**src/hw/pmbus_onoff_consts.vh**
```
// Purpose: Shared constants for the on/off, margin and write-lock command logic
// Assumes: Byte-wide command registers reached by command code
// Notes:   Definitions only
`ifndef PMBUS_ONOFF_CONSTS_VH
`define PMBUS_ONOFF_CONSTS_VH

// ==========================================================
// Command codes
`define CODE_RUN_MARGIN      8'h01
`define CODE_ENABLE_CONFIG   8'h02
`define CODE_CLEAR_FAULTS    8'h03
`define CODE_WRITE_LOCK      8'h10

// ==========================================================
// Run/margin register fields
`define RUN_BIT              7
`define MARGIN_HI            5
`define MARGIN_LO            2
`define RUN_MARGIN_KEEP      8'hBC
`define RUN_MARGIN_RESET     8'h00

// ==========================================================
// Margin select patterns
`define MARGIN_LOW_IGNORE    4'h5
`define MARGIN_LOW_ACT       4'h6
`define MARGIN_HIGH_IGNORE   4'h9
`define MARGIN_HIGH_ACT      4'hA

// ==========================================================
// Enable source configuration fields
`define CMD_USE_BIT          3
`define PIN_USE_BIT          2
`define CONFIG_KEEP          8'h0C
`define CONFIG_FIXED_ONES    8'h13
`define CONFIG_RESET         8'h17

// ==========================================================
// Write lock levels
`define LOCK_ALL             8'h80
`define LOCK_ALLOW_RUN       8'h40
`define LOCK_ALLOW_RUN_CFG   8'h20
`define LOCK_NONE            8'h00
`define LOCK_RESET           8'h00

// ==========================================================
// Fault latch layout
`define FAULT_COUNT          5
`define FAULT_CML            4

`endif

```
**src/hw/write_gate.v**
```verilog
// Purpose: Decide whether a command write is allowed by the write lock level
// Assumes: Lock level register holds only defined codes
// Notes:   Pure combinational
`timescale 1ns/10ps
`default_nettype none
`include "pmbus_onoff_consts.vh"

module write_gate (
   input  wire [7:0] lock_level,
   input  wire [7:0] code,
   output reg        allowed
);

   // ==========================================================
   // Permission decode
   always @* begin
      allowed = 1'b0;
      if (code == `CODE_WRITE_LOCK) begin
         allowed = 1'b1;
      end else if (lock_level == `LOCK_NONE) begin
         allowed = 1'b1;
      end else if (lock_level == `LOCK_ALLOW_RUN) begin
         allowed = (code == `CODE_RUN_MARGIN);
      end else if (lock_level == `LOCK_ALLOW_RUN_CFG) begin
         allowed = (code == `CODE_RUN_MARGIN) || (code == `CODE_ENABLE_CONFIG);
      end else begin
         allowed = 1'b0;
      end
   end

endmodule // write_gate
`default_nettype wire

```
**src/hw/fault_latch.v**
```verilog
// Purpose: Latched fault flags with alert drive and clear
// Assumes: Fault conditions are levels, events are one-cycle pulses
// Notes:   Set wins over clear so a standing fault reappears at once
`timescale 1ns/10ps
`default_nettype none
`include "pmbus_onoff_consts.vh"

module fault_latch (
   input  wire                      core_clk,
   input  wire                      rst_n,
   input  wire [`FAULT_COUNT-1:0]   fault_set,
   input  wire                      clear,
   output reg  [`FAULT_COUNT-1:0]   flags_r,
   output reg                       alert_r
);

   reg  [`FAULT_COUNT-1:0] flags_nxt;

   // ==========================================================
   // Flag update
   always @* begin
      flags_nxt = flags_r;
      if (clear) begin
         flags_nxt = {`FAULT_COUNT{1'b0}};
      end
      flags_nxt = flags_nxt | fault_set;
   end

   always @(posedge core_clk) begin
      if (!rst_n) begin
         flags_r <= {`FAULT_COUNT{1'b0}};
         alert_r <= 1'b0;
      end else begin
         flags_r <= flags_nxt;
         // Alert follows the flags, released and re-raised in the same step
         alert_r <= |flags_nxt;
      end
   end

endmodule // fault_latch
`default_nettype wire

```
**src/hw/pmbus_onoff_protect_regs.v**
```verilog
// Purpose: On/off, margin and write-lock command registers behind the serial slave
// Assumes: The serial front end delivers decoded byte commands, one per pulse
// Notes:   Reset stands for supply power-up
//          Every command is acknowledged; malformed or unknown ones only
//          raise the communication fault flag
//          The lock level never blocks clear-faults, which stores no register
//
// Operation
// - Codes 01h run/margin, 02h config, 10h lock
// - Run bit seven requests converter run or stop
// - Margin pattern 00xx keeps margining off
// - 0101 low ignore faults, 0110 low act
// - 1001 high ignore faults, 1010 high act
// - Unsupported bits ignore written values
// - Config bits four, one, zero read one
// - Config bit three selects run bit use
// - Pin only when pin-use alone set
// - Run bit only when command-use alone set
// - Both set needs pin and run bit
// - Neither set enables after address detection
// - Lock levels 80h, 40h, 20h restrict writes
// - Lock 00h allows all, others faulty
// - Clear-faults 03h clears all latched flags
// - Clear-faults releases alert simultaneously
// - Standing fault sets flags and alert again
// - Clear-faults never restarts latched-off converter
// - Restart by enable off-on or power cycle
// - Clear-faults carries no data byte
// - Communication faults set flag and alert
`timescale 1ns/10ps
`default_nettype none
`include "pmbus_onoff_consts.vh"

module pmbus_onoff_protect_regs (
   input  wire        core_clk,
   input  wire        rst_n,
   // Decoded command port from the serial front end
   input  wire        cmd_valid,
   input  wire [7:0]  cmd_code,
   input  wire        cmd_read,
   input  wire        cmd_has_data,
   input  wire [7:0]  cmd_wdata,
   output reg         cmd_ack_r,
   output reg         rd_valid_r,
   output reg  [7:0]  rd_data_r,
   // Converter side
   input  wire        en_pin,
   input  wire        addr_done,
   input  wire        fault_shutdown,
   input  wire [3:0]  fault_cond,
   output reg         converter_enable_r,
   output reg         latched_off_r,
   output reg         margin_low_r,
   output reg         margin_high_r,
   output reg         margin_act_on_fault_r,
   // Status and alert line (open drain, active low)
   output wire [4:0]  fault_flags,
   output wire        alert_o,
   output wire        alert_oe
);

   // ==========================================================
   // Helper functions

   // Byte read back from the enable source configuration
   function [7:0] config_view;
      input [7:0] stored;
      begin
         config_view = (stored & `CONFIG_KEEP) | `CONFIG_FIXED_ONES;
      end
   endfunction

   // True for the four defined lock codes
   function lock_code_ok;
      input [7:0] value;
      begin
         lock_code_ok = (value == `LOCK_ALL) || (value == `LOCK_ALLOW_RUN) ||
                        (value == `LOCK_ALLOW_RUN_CFG) || (value == `LOCK_NONE);
      end
   endfunction

   // True for codes this block answers
   function code_known;
      input [7:0] code;
      begin
         if (code == `CODE_RUN_MARGIN) begin
            code_known = 1'b1;
         end else if (code == `CODE_ENABLE_CONFIG) begin
            code_known = 1'b1;
         end else if (code == `CODE_CLEAR_FAULTS) begin
            code_known = 1'b1;
         end else if (code == `CODE_WRITE_LOCK) begin
            code_known = 1'b1;
         end else begin
            code_known = 1'b0;
         end
      end
   endfunction

   // ==========================================================
   // Register state
   reg  [7:0]  run_margin_r;
   reg  [7:0]  run_margin_nxt;
   reg  [7:0]  config_r;
   reg  [7:0]  config_nxt;
   reg  [7:0]  lock_r;
   reg  [7:0]  lock_nxt;

   // ==========================================================
   // Decode results
   reg  [7:0]  rd_data_nxt;
   reg         rd_valid_nxt;
   reg         cmd_ack_nxt;
   reg         clear_pulse;
   reg         comm_fault;

   wire        write_allowed;
   wire        is_write;
   wire [3:0]  margin_sel;
   wire        alert_w;

   assign is_write   = cmd_valid && !cmd_read && cmd_has_data;
   assign margin_sel = run_margin_r[`MARGIN_HI:`MARGIN_LO];

   // ==========================================================
   // Write permission
   write_gate u_write_gate (
      .lock_level (lock_r),
      .code       (cmd_code),
      .allowed    (write_allowed)
   );

   // ==========================================================
   // Command decode
   always @* begin
      run_margin_nxt = run_margin_r;
      config_nxt     = config_r;
      lock_nxt       = lock_r;
      rd_data_nxt    = rd_data_r;
      rd_valid_nxt   = 1'b0;
      cmd_ack_nxt    = 1'b0;
      clear_pulse    = 1'b0;
      comm_fault     = 1'b0;
      if (cmd_valid) begin
         // Every byte is acknowledged, even when ignored
         cmd_ack_nxt = 1'b1;
         if (!code_known(cmd_code)) begin
            comm_fault = 1'b1;
            if (cmd_read) begin
               rd_data_nxt  = 8'h00;
               rd_valid_nxt = 1'b1;
            end
         end else if (cmd_read) begin
            // Unsupported bits were never stored, so they read as zero, except config bits four, one and zero, which read one
            rd_valid_nxt = 1'b1;
            if (cmd_code == `CODE_RUN_MARGIN) begin
               rd_data_nxt = run_margin_r;
            end else if (cmd_code == `CODE_ENABLE_CONFIG) begin
               rd_data_nxt = config_view(config_r);
            end else if (cmd_code == `CODE_WRITE_LOCK) begin
               rd_data_nxt = lock_r;
            end else begin
               // Clear-faults is send-byte only; nothing to read
               rd_data_nxt = 8'h00;
               comm_fault  = 1'b1;
            end
         end else if (cmd_code == `CODE_CLEAR_FAULTS) begin
            // Send-byte only; a trailing data byte makes it malformed
            if (cmd_has_data) begin
               comm_fault = 1'b1;
            end else begin
               clear_pulse = 1'b1;
            end
         end else if (!is_write) begin
            // Byte registers need a data byte
            comm_fault = 1'b1;
         end else if (write_allowed) begin
            // A refused write never gets here: acknowledged, nothing stored
            if (cmd_code == `CODE_RUN_MARGIN) begin
               run_margin_nxt = cmd_wdata & `RUN_MARGIN_KEEP;
            end else if (cmd_code == `CODE_ENABLE_CONFIG) begin
               config_nxt = config_view(cmd_wdata);
            end else if (lock_code_ok(cmd_wdata)) begin
               lock_nxt = cmd_wdata;
            end else begin
               // Undefined lock codes are faulty data; the level stays as it was
               comm_fault = 1'b1;
            end
         end
         // A blocked write leaves every register as it was
      end
   end

   always @(posedge core_clk) begin
      if (!rst_n) begin
         run_margin_r <= `RUN_MARGIN_RESET;
         config_r     <= `CONFIG_RESET;
         lock_r       <= `LOCK_RESET;
      end else begin
         run_margin_r <= run_margin_nxt;
         config_r     <= config_nxt;
         lock_r       <= lock_nxt;
      end
   end

   // ==========================================================
   // Command answer
   // Registered, so the front end always sees the answer one cycle after the byte
   always @(posedge core_clk) begin
      if (!rst_n) begin
         rd_data_r    <= 8'h00;
         rd_valid_r   <= 1'b0;
         cmd_ack_r    <= 1'b0;
      end else begin
         rd_data_r    <= rd_data_nxt;
         rd_valid_r   <= rd_valid_nxt;
         cmd_ack_r    <= cmd_ack_nxt;
      end
   end

   // ==========================================================
   // Margin select
   // Outputs are registered, so they follow the field one cycle later, two cycles after a write
   reg margin_low_nxt;
   reg margin_high_nxt;
   reg margin_act_nxt;

   always @* begin
      margin_low_nxt  = 1'b0;
      margin_high_nxt = 1'b0;
      margin_act_nxt  = 1'b0;
      // Undefined patterns, like 00xx, leave margining off
      case (margin_sel)
         `MARGIN_LOW_IGNORE: begin
            margin_low_nxt = 1'b1;
         end
         `MARGIN_LOW_ACT: begin
            margin_low_nxt = 1'b1;
            margin_act_nxt = 1'b1;
         end
         `MARGIN_HIGH_IGNORE: begin
            margin_high_nxt = 1'b1;
         end
         `MARGIN_HIGH_ACT: begin
            margin_high_nxt = 1'b1;
            margin_act_nxt  = 1'b1;
         end
         default: begin
            margin_low_nxt  = 1'b0;
            margin_high_nxt = 1'b0;
         end
      endcase
   end

   always @(posedge core_clk) begin
      if (!rst_n) begin
         margin_low_r          <= 1'b0;
         margin_high_r         <= 1'b0;
         margin_act_on_fault_r <= 1'b0;
      end else begin
         margin_low_r          <= margin_low_nxt;
         margin_high_r         <= margin_high_nxt;
         margin_act_on_fault_r <= margin_act_nxt;
      end
   end

   // ==========================================================
   // Enable source selection
   reg  enable_req;
   wire use_cmd;
   wire use_pin;
   wire run_bit;

   assign use_cmd = config_r[`CMD_USE_BIT];
   assign use_pin = config_r[`PIN_USE_BIT];
   assign run_bit = run_margin_r[`RUN_BIT];

   always @* begin
      case ({use_cmd, use_pin})
         2'b01: begin
            // Pin alone; the run bit is stored but has no effect
            enable_req = en_pin;
         end
         2'b10: begin
            enable_req = run_bit;
         end
         2'b11: begin
            // Both sources must agree before the switcher runs
            enable_req = run_bit && en_pin;
         end
         default: begin
            // Neither source: only address detection gates the start
            enable_req = addr_done;
         end
      endcase
   end

   // ==========================================================
   // Fault latch-off and restart
   // Only an off request or a reset clears the latch-off, so the next on is a restart;
   // clear-faults has no path into this logic on purpose.
   // In auto mode only addr_done low counts as an off request.
   reg latched_off_nxt;

   always @* begin
      latched_off_nxt = latched_off_r;
      if (!enable_req) begin
         latched_off_nxt = 1'b0;
      end
      if (fault_shutdown) begin
         latched_off_nxt = 1'b1;
      end
   end

   always @(posedge core_clk) begin
      if (!rst_n) begin
         // Power cycle releases the latch-off
         latched_off_r      <= 1'b0;
         converter_enable_r <= 1'b0;
      end else begin
         latched_off_r      <= latched_off_nxt;
         converter_enable_r <= enable_req && !latched_off_nxt;
      end
   end

   // ==========================================================
   // Status flags and alert
   // The host should only clear while alert is active; an idle clear is harmless.
   fault_latch u_fault_latch (
      .core_clk  (core_clk),
      .rst_n     (rst_n),
      .fault_set ({comm_fault, fault_cond}),
      .clear     (clear_pulse),
      .flags_r   (fault_flags),
      .alert_r   (alert_w)
   );

   // ==========================================================
   // Alert pin
   // Open drain: the pad pulls low while enabled and floats otherwise,
   // so alert_o is constant and only the enable carries the state
   assign alert_o  = 1'b0;
   assign alert_oe = alert_w;

endmodule // pmbus_onoff_protect_regs
`default_nettype wire

```
**config.mk**
```make
export PLATFORM = sky130hd
export DESIGN_NAME = pmbus_onoff_protect_regs
export DESIGN_NICKNAME = d
export VERILOG_FILES = /design/src/hw/write_gate.v /design/src/hw/fault_latch.v /design/src/hw/pmbus_onoff_protect_regs.v
export VERILOG_INCLUDE_DIRS = /design/src /design/src/hw
export SDC_FILE = /design/constraint.sdc
export NUM_CORES = 1
export LEC_CHECK = 0
export BUFFER_PORTS_ARGS = -buffer_cell sky130_fd_sc_hd__buf_4
export CAP_MARGIN = 20
export CORE_ASPECT_RATIO = 0.6
export CORE_UTILIZATION = 44
export DETAILED_ROUTE_END_ITERATION = 10
export PLACE_DENSITY = 0.81
export SLEW_MARGIN = 10
export SYNTH_ARGS = -nofsm -noshare
export SYNTH_HDL_FRONTEND = slang
export SYNTH_SLANG_ARGS = --single-unit
```
**constraint.sdc**
```tcl
create_clock -name core_clk -period 3.5 [get_ports core_clk]
set_input_delay 0.175 -clock core_clk [delete_from_list [all_inputs] [get_ports core_clk]]
set_output_delay 0.175 -clock core_clk [all_outputs]
set_load 0.05 [all_outputs]
```
==> summary.md, run 1 <==
| Metric | Value |
|---|---|
| DP Wirelength | approximately 3.2 mm |
| First-pass GRT wire length | slightly below 7 mm |
| LEAKAGE | about 0.9 nW |
| GRT Total Usage | 22.4% |
| Final Max Tran Viols | 0 |
| Met1 WL | around 2.1 mm |
| Critical Path Max Stage Delay | 520 ps |
| R2r worst-path depth | 5 |
| Quantity of I/O buffers inserted on ports | 48 |
| Worst R2R End | run_margin_r[2] |
| 1st-pass router iterations | 4 |
| Die H | 50.0 um |
| Reg2reg start | lock_r[7] |
| CP Data Required Time | 3730 ps |
| Per-cell routed wire length | 15.4 um |
| Run status | complete, no violations |
| Post-synth EDFFs | 0 |
| Slew Limit Headroom | just under 60% |
| CTS clock-pin slew for the worst setup and hold paths | approximately 70 ps |
| Drt total wl | roughly 4.3 mm |
| Clock sink total | 36 |
| Reg2Reg Setup Slack | roughly 1500 ps |
| Worst Hold Class | in2reg |
| Top Layer Used | met4 |
| H-tree depth | 2 |
| Worst slack, placed | about 1500 ps |
| CTS tree | yes |
| Root Buffer Master | clkbuf_8 |
| Unrepaired setup endpoints after global routing | no |
| Commonest non-fill, non-tap cell in the layout | buf_4 |
| Core Region | between 0.003 and 0.004 mm2 |
| Skew final | 2.68 ps |
| Area added between synthesis and finish | 27.7% |
| WL met2 | 1.73 mm |
| Ports | 50 |
| Synth Flop Type | dfxtp_1 |
| Cell variety after synth | 52 |
| Measured slew at the worst slew-check pin | between 600 and 700 ps |
| First DRT Iteration DRCs | roughly 120 |
| Yosys top cell area share | a little over two fifths |
| Pwr/cell area | around 400 mW/mm2 |
| DRT antenna net count | 0 |
| Setup CP Type | reg2reg |
| CP endpoint kind | flop |
| Final setup TNS | 0 ps |
| Dominant cells by area after synthesis | dfxtp_1 43%, a21oi_1 5.6%, mux2i_1 5.3% |
| Width of the die | about 82 um |
| Starting Density | 49.0% |
| Async set-reset flop share out of synthesis | 0% |
| Postcts setup bufs | 0 |
| GR Overflow Total | 0 |
| WHS Endpoint | converter_enable_r |
| Routed met3 length | ~440 um |
| Yosys reg bits | 36 |
| Worst vdd ir | ~210 uV |
| DRC | 0 |
| Peak Freq | around 0.50 GHz |
| Initial antenna violation count | 0 |
| TritonCTS Buffers | 5 |
| CP max FO | 5 |
| Critical Path, Cell by Cell | nor4_1, nand4b_1, o221ai_2, nor2b_1, mux2i_1 |
| Largest buffer count on any clock path | 2 |
| Ant diodes | 0 |
| Fin crit share | 57.2% |
| YS warnings | 0 |
| Most frequent cells in the layout | 48 x buf_4, 36 x dfxtp_1, 23 x nand2_1 |
| Final worst setup slack | around 1500 ps |
| Hold Path Stages | 2 |
| CP Launch Type | flop |
| Sequential share of the synthesized area | between 40% and 50% |
| Die area | between 0.004 and 0.005 mm2 |
| MaxCap Viol Count | 0 |
| HP Start | fault_shutdown |
| GPL Wtd Cong | 0.879 |
| Cts hold-fix bufs | 0 |
| FP Rows | 16 |
| Layout cells sized above 1 | 28.3% |
| Via Count | 1581 |
| Final worst path period need | about 2000 ps |
| Final #Nets | 264 |
| # setup viols final | 0 |
| Slowest library cell on the worst path | nor2b_1 |
| Count of mapped cells out of synthesis | between 150 and 200 |
| Worst-Skew Late Latency | ~300 ps |
| Arr. time, crit path | around 2200 ps |
| Largest net degree at the start of global routing | 22 |
| Post-CTS sizing | 0 |
| Vias per inst | about 5.6 |
| Final hold vios | 0 |
| Syn nets | 217 |
| Area leader, netlist | dfxtp_1 |
| Vias in the first global route | 1387 |
| Post-Syn Area | around 0.0017 mm2 |
| Avg Cell Area, Syn | a little under 9 um2 |
-- worst max path at each step --
stage	start	to	slack, ps	depth (start not counted)
finish	lock_r[7]	run_margin_r[2]	1500	5
global route	lock_r[7]	run_margin_r[5]	1300	5
CTS	lock_r[7]	run_margin_r[2]	1500	5
detailed placement	lock_r[7]	run_margin_r[2]	1530	5
global placement	cmd_code[0]	run_margin_r[5]	1610	6
floorplan	lock_r[7]	run_margin_r[3]	1960	6
-- report_power, final --
part / internal, mW / leakage (nW) / switching, mW / total [mW]
Sequential: 0.417 / 0.293 / 0.00459 / 0.421
Combinational: 0.0446 / 0.544 / 0.0738 / 0.118
Clock: 0.160 / 0.0445 / 0.154 / 0.314
-- per-layer routing --
layer,global-route usage (%),vias up
li1,-,781
met1,32.8,720
met2,30.6,72
met3,6.30,8
met4,7.89,0
met5,0,-
-- worst max-delay path, delay by kind of cell, from the launching register on --
family	cells	cell delay, ps
simple gates	3	1150
flops	1	330
mux	1	250
compound gates	1	210
-- cell usage after synthesis, drive strengths merged (4+ instances only) --
cell   number
a21oi      19
and3        7
buf         5
dfxtp      36
inv         5
mux2i       9
nand2      23
nand3       4
nor2       18
nor2b       6
nor3b       5
nor4        6
o21ai       5
-- per-stage QoR --
stage / util, % / std cells / hold slack (ps) / instance area (um2) / total power [mW]
finish: 62.5 / 282 / 45.6 / 2150 / 0.854
global route: 62.5 / 282 / 43.0 / 2150 / 0.892
CTS: 62.5 / 282 / 38.0 / 2150 / 0.858
detailed placement: 59.8 / 274 / 350 / 2060 / 0.548
global placement: 59.8 / 274 / 353 / 2060 / 0.546
floorplan: - / 189 / 252 / 1690 / 0.497
-- logic make-up after synthesis --
logic type	count (synthesis)	synth area share, %
multiplexers	9	5.34
flip-flops	36	42.7
AO/OA/AOI/OAI	44	17.8
other	1	0.222
XOR/XNOR	2	1.04
buffers and inverters	13	3.71
AND/OR/NAND/NOR	84	29.2
-- flip-flops by register name, indices dropped and copies added, names as in the netlist --
name / count
rd_data_r: 8
cmd_ack_r: 1
margin_high_r: 1
u_fault_latch.alert_r: 1
run_margin_r: 5
margin_act_on_fault_r: 1
lock_r: 8
latched_off_r: 1
config_r: 2
margin_low_r: 1
u_fault_latch.flags_r: 5
rd_valid_r: 1
converter_enable_r: 1
-- final cells by class --
| cell class | count | area, um2 |
|---|---|---|
| clock inverter | 1 | 7.51 |
| multi-input combinational | 140 | 903 |
| inverter | 5 | 18.8 |
| sequential | 36 | 721 |
| timing repair buffer | 48 | 360 |
| tap | 45 | 56.3 |
| clock buffer | 7 | 86.3 |
| fill | 302 | 1290 |
No activity file was read; power rests on OpenSTA's default activity.
==> inputs of run 2 (changes only) <==
clock period = 1.94 ns   (was 3.5 ns; I/O delays follow)
==> run 2 against run 1 <==
Compared with the run above:
- critical path depth is 1 higher
- cell count is 1.1% higher
- core utilization is 0.91 points higher
- power is 81% higher
- combinational power is 85% higher
- highest routed layer unchanged
- sequential share of layout area is 0.48 points lower
- sequential cell count stayed put
- die area stayed put
- largest cell class unchanged
==> summary.md, run 2 (synthesized netlist as in run 1, its figures left out) <==
| Metric | Value |
|---|---|
| Placed instance count | 276 (+0.73%) |
| GPL Wtd Cong | 0.901 (+2.5%) |
| GR Overflow Total | 0 (unchanged) |
| CP max FO | 5 (unchanged) |
| Slew Limit Headroom | 58.0% (-0.46 points) |
| Drt total wl | 4.41 mm (+1.8%) |
| Width of the die | 81.9 um (unchanged) |
| Initial antenna violation count | 0 (unchanged) |
| DP Wirelength | 3.27 mm (+1.2%) |
| Unrepaired setup endpoints after global routing | no |
| First-pass GRT wire length | 6.79 mm (+0.82%) |
| Final worst path period need | 1670 ps (-327 ps) |
| Via Count | 1610 (+1.8%) |
| # setup viols final | 0 (unchanged) |
| Area added between synthesis and finish | 29.5% |
| MaxCap Viol Count | 0 (unchanged) |
| GRT Total Usage | 22.7% (+0.32 points) |
| Top flop regs | lock_r (8), rd_data_r (8) |
| Root Buffer Master | clkbuf_8 |
| Skew final | 5.29 ps (+2.61 ps) |
| Worst vdd ir | 370 uV (+79%) |
| Vias in the first global route | 1378 (-0.65%) |
| CP Launch Type | flop |
| Worst hold slack | 32.1 ps (-13.5 ps) |
| Pwr/cell area | 706 mW/mm2 (+78%) |
| TritonCTS Buffers | 5 (unchanged) |
| Final non-filler cell total | 285 (+1.1%) |
| Worst slack, placed | 155 ps (-1380 ps) |
| 1st-pass router iterations | 4 (unchanged) |
| Die area | 0.00409 mm2 (unchanged) |
| CTS tree | yes |
| Clock sink total | 36 (unchanged) |
| H-tree depth | 2 (unchanged) |
| Worst-Skew Late Latency | 290 ps (about the same) |
| Ant diodes | 0 (unchanged) |
| First DRT Iteration DRCs | 216 (+74%) |
| Reg2Reg Setup Slack | 270 ps (-1230 ps) |
| Setup CP Type | reg2reg |
| Final #Nets | 267 (+1.1%) |
| Worst Hold Class | in2reg |
| Per-cell routed wire length | 15.5 um (+0.77%) |
| Arr. time, crit path | 1900 ps (-330 ps) |
| Starting Density | 49.0% (unchanged) |
| Peak Freq | 0.597 GHz (+20%) |
| Run status | complete, no violations |
| DRT antenna net count | 0 (unchanged) |
| CP endpoint kind | flop |
| Commonest non-fill, non-tap cell in the layout | buf_4 |
| Final setup TNS | 0 ps (unchanged) |
| Die H | 50.0 um (unchanged) |
| Core Region | 0.00344 mm2 (unchanged) |
| Largest net degree at the start of global routing | 22 (unchanged) |
| Postcts setup bufs | 0 (unchanged) |
| Most frequent cells in the layout | 50 x buf_4, 36 x dfxtp_1, 23 x nand2_1 |
| Layout cells sized above 1 | 29.2% (+0.90 points) |
| LEAKAGE | 0.897 nW (+1.8%) |
| CTS clock-pin slew for the worst setup and hold paths | 80 ps (about the same) |
| Vias per inst | 5.65 (+0.76%) |
| Measured slew at the worst slew-check pin | 630 ps (+6.86 ps) |
| Quantity of I/O buffers inserted on ports | 48 (unchanged) |
| CP Data Required Time | 2170 ps (-1560 ps) |
| FP Rows | 16 (unchanged) |
| Largest buffer count on any clock path | 2 (unchanged) |
| Fin crit share | 86.3% (+29 points) |
| Fill cell count | 308 (+2.0%) |
| Final worst setup slack | 266 ps (-1230 ps) |
| Final Max Tran Viols | 0 (unchanged) |
| Ports | 50 (unchanged) |
| Final hold vios | 0 (unchanged) |
| DRC | 0 (unchanged) |
## run 2: cell types whose count changed in the layout (fill, tap and decap cells not counted)
cell / delta
nor4_1: -1
buf_4: +2
nor4_2: +1
dlygate4sd3_1: +1
## run 2: routing by layer
metal,up-vias,wire length (um),track usage (%)
met1,736,2180,34.2
met3,6,474,5.93
met2,80,1710,30.6
li1,788,-,-
met4,0,55,7.02
met5,-,0,0
## run 2: what timing repair did
item	4_1_cts	5_1_grt
resized for setup	0	1
endpoints found under the setup margin	0	1
hold buffers	1	0
endpoints found under the hold margin	1	0
## run 2: final timing paths
check,start,endpoint,cells past startpoint
max reg2reg,lock_r[7],run_margin_r[3],6
max,lock_r[7],run_margin_r[3],6
min reg2reg,latched_off_r,converter_enable_r,1
min,fault_cond[0],u_fault_latch.flags_r[0],3
## run 2: where the power goes
| part | internal, mW | total (mW) | switching, mW |
|---|---|---|---|
| clock | 0.289 | 0.565 | 0.276 |
| sequential | 0.752 | 0.760 | 0.00860 |
| combinational | 0.0832 | 0.218 | 0.135 |
| total | 1.12 | 1.54 | 0.420 |
## run 2: area by class of cell
type | instances | area (um2) | area share [%]
Multi-Input combinational cell | 140 | 910 | 41.6
Inverter | 5 | 18.8 | 0.859
Clock inverter | 1 | 7.51 | 0.344
Tap cell | 45 | 56.3 | 2.58
Timing Repair Buffer | 51 | 385 | 17.6
Sequential cell | 36 | 721 | 33.0
Clock buffer | 7 | 86.3 | 3.95
## run 2: critical path: stages, from the launching register on
cell	delay, ps
dfxtp_1	350
nor4_2	360
nand4b_1	160
o221ai_2	220
nor2b_1	160
buf_4	170
mux2i_1	180
## run 2: through the flow
step	power (mW)	instance area, um2	util, %
floorplan	0.897	1690	-
global placement	0.988	2070	60.2
detailed placement	0.991	2070	60.2
CTS	1.55	2180	63.3
global route	1.59	2180	63.4
finish	1.54	2180	63.4
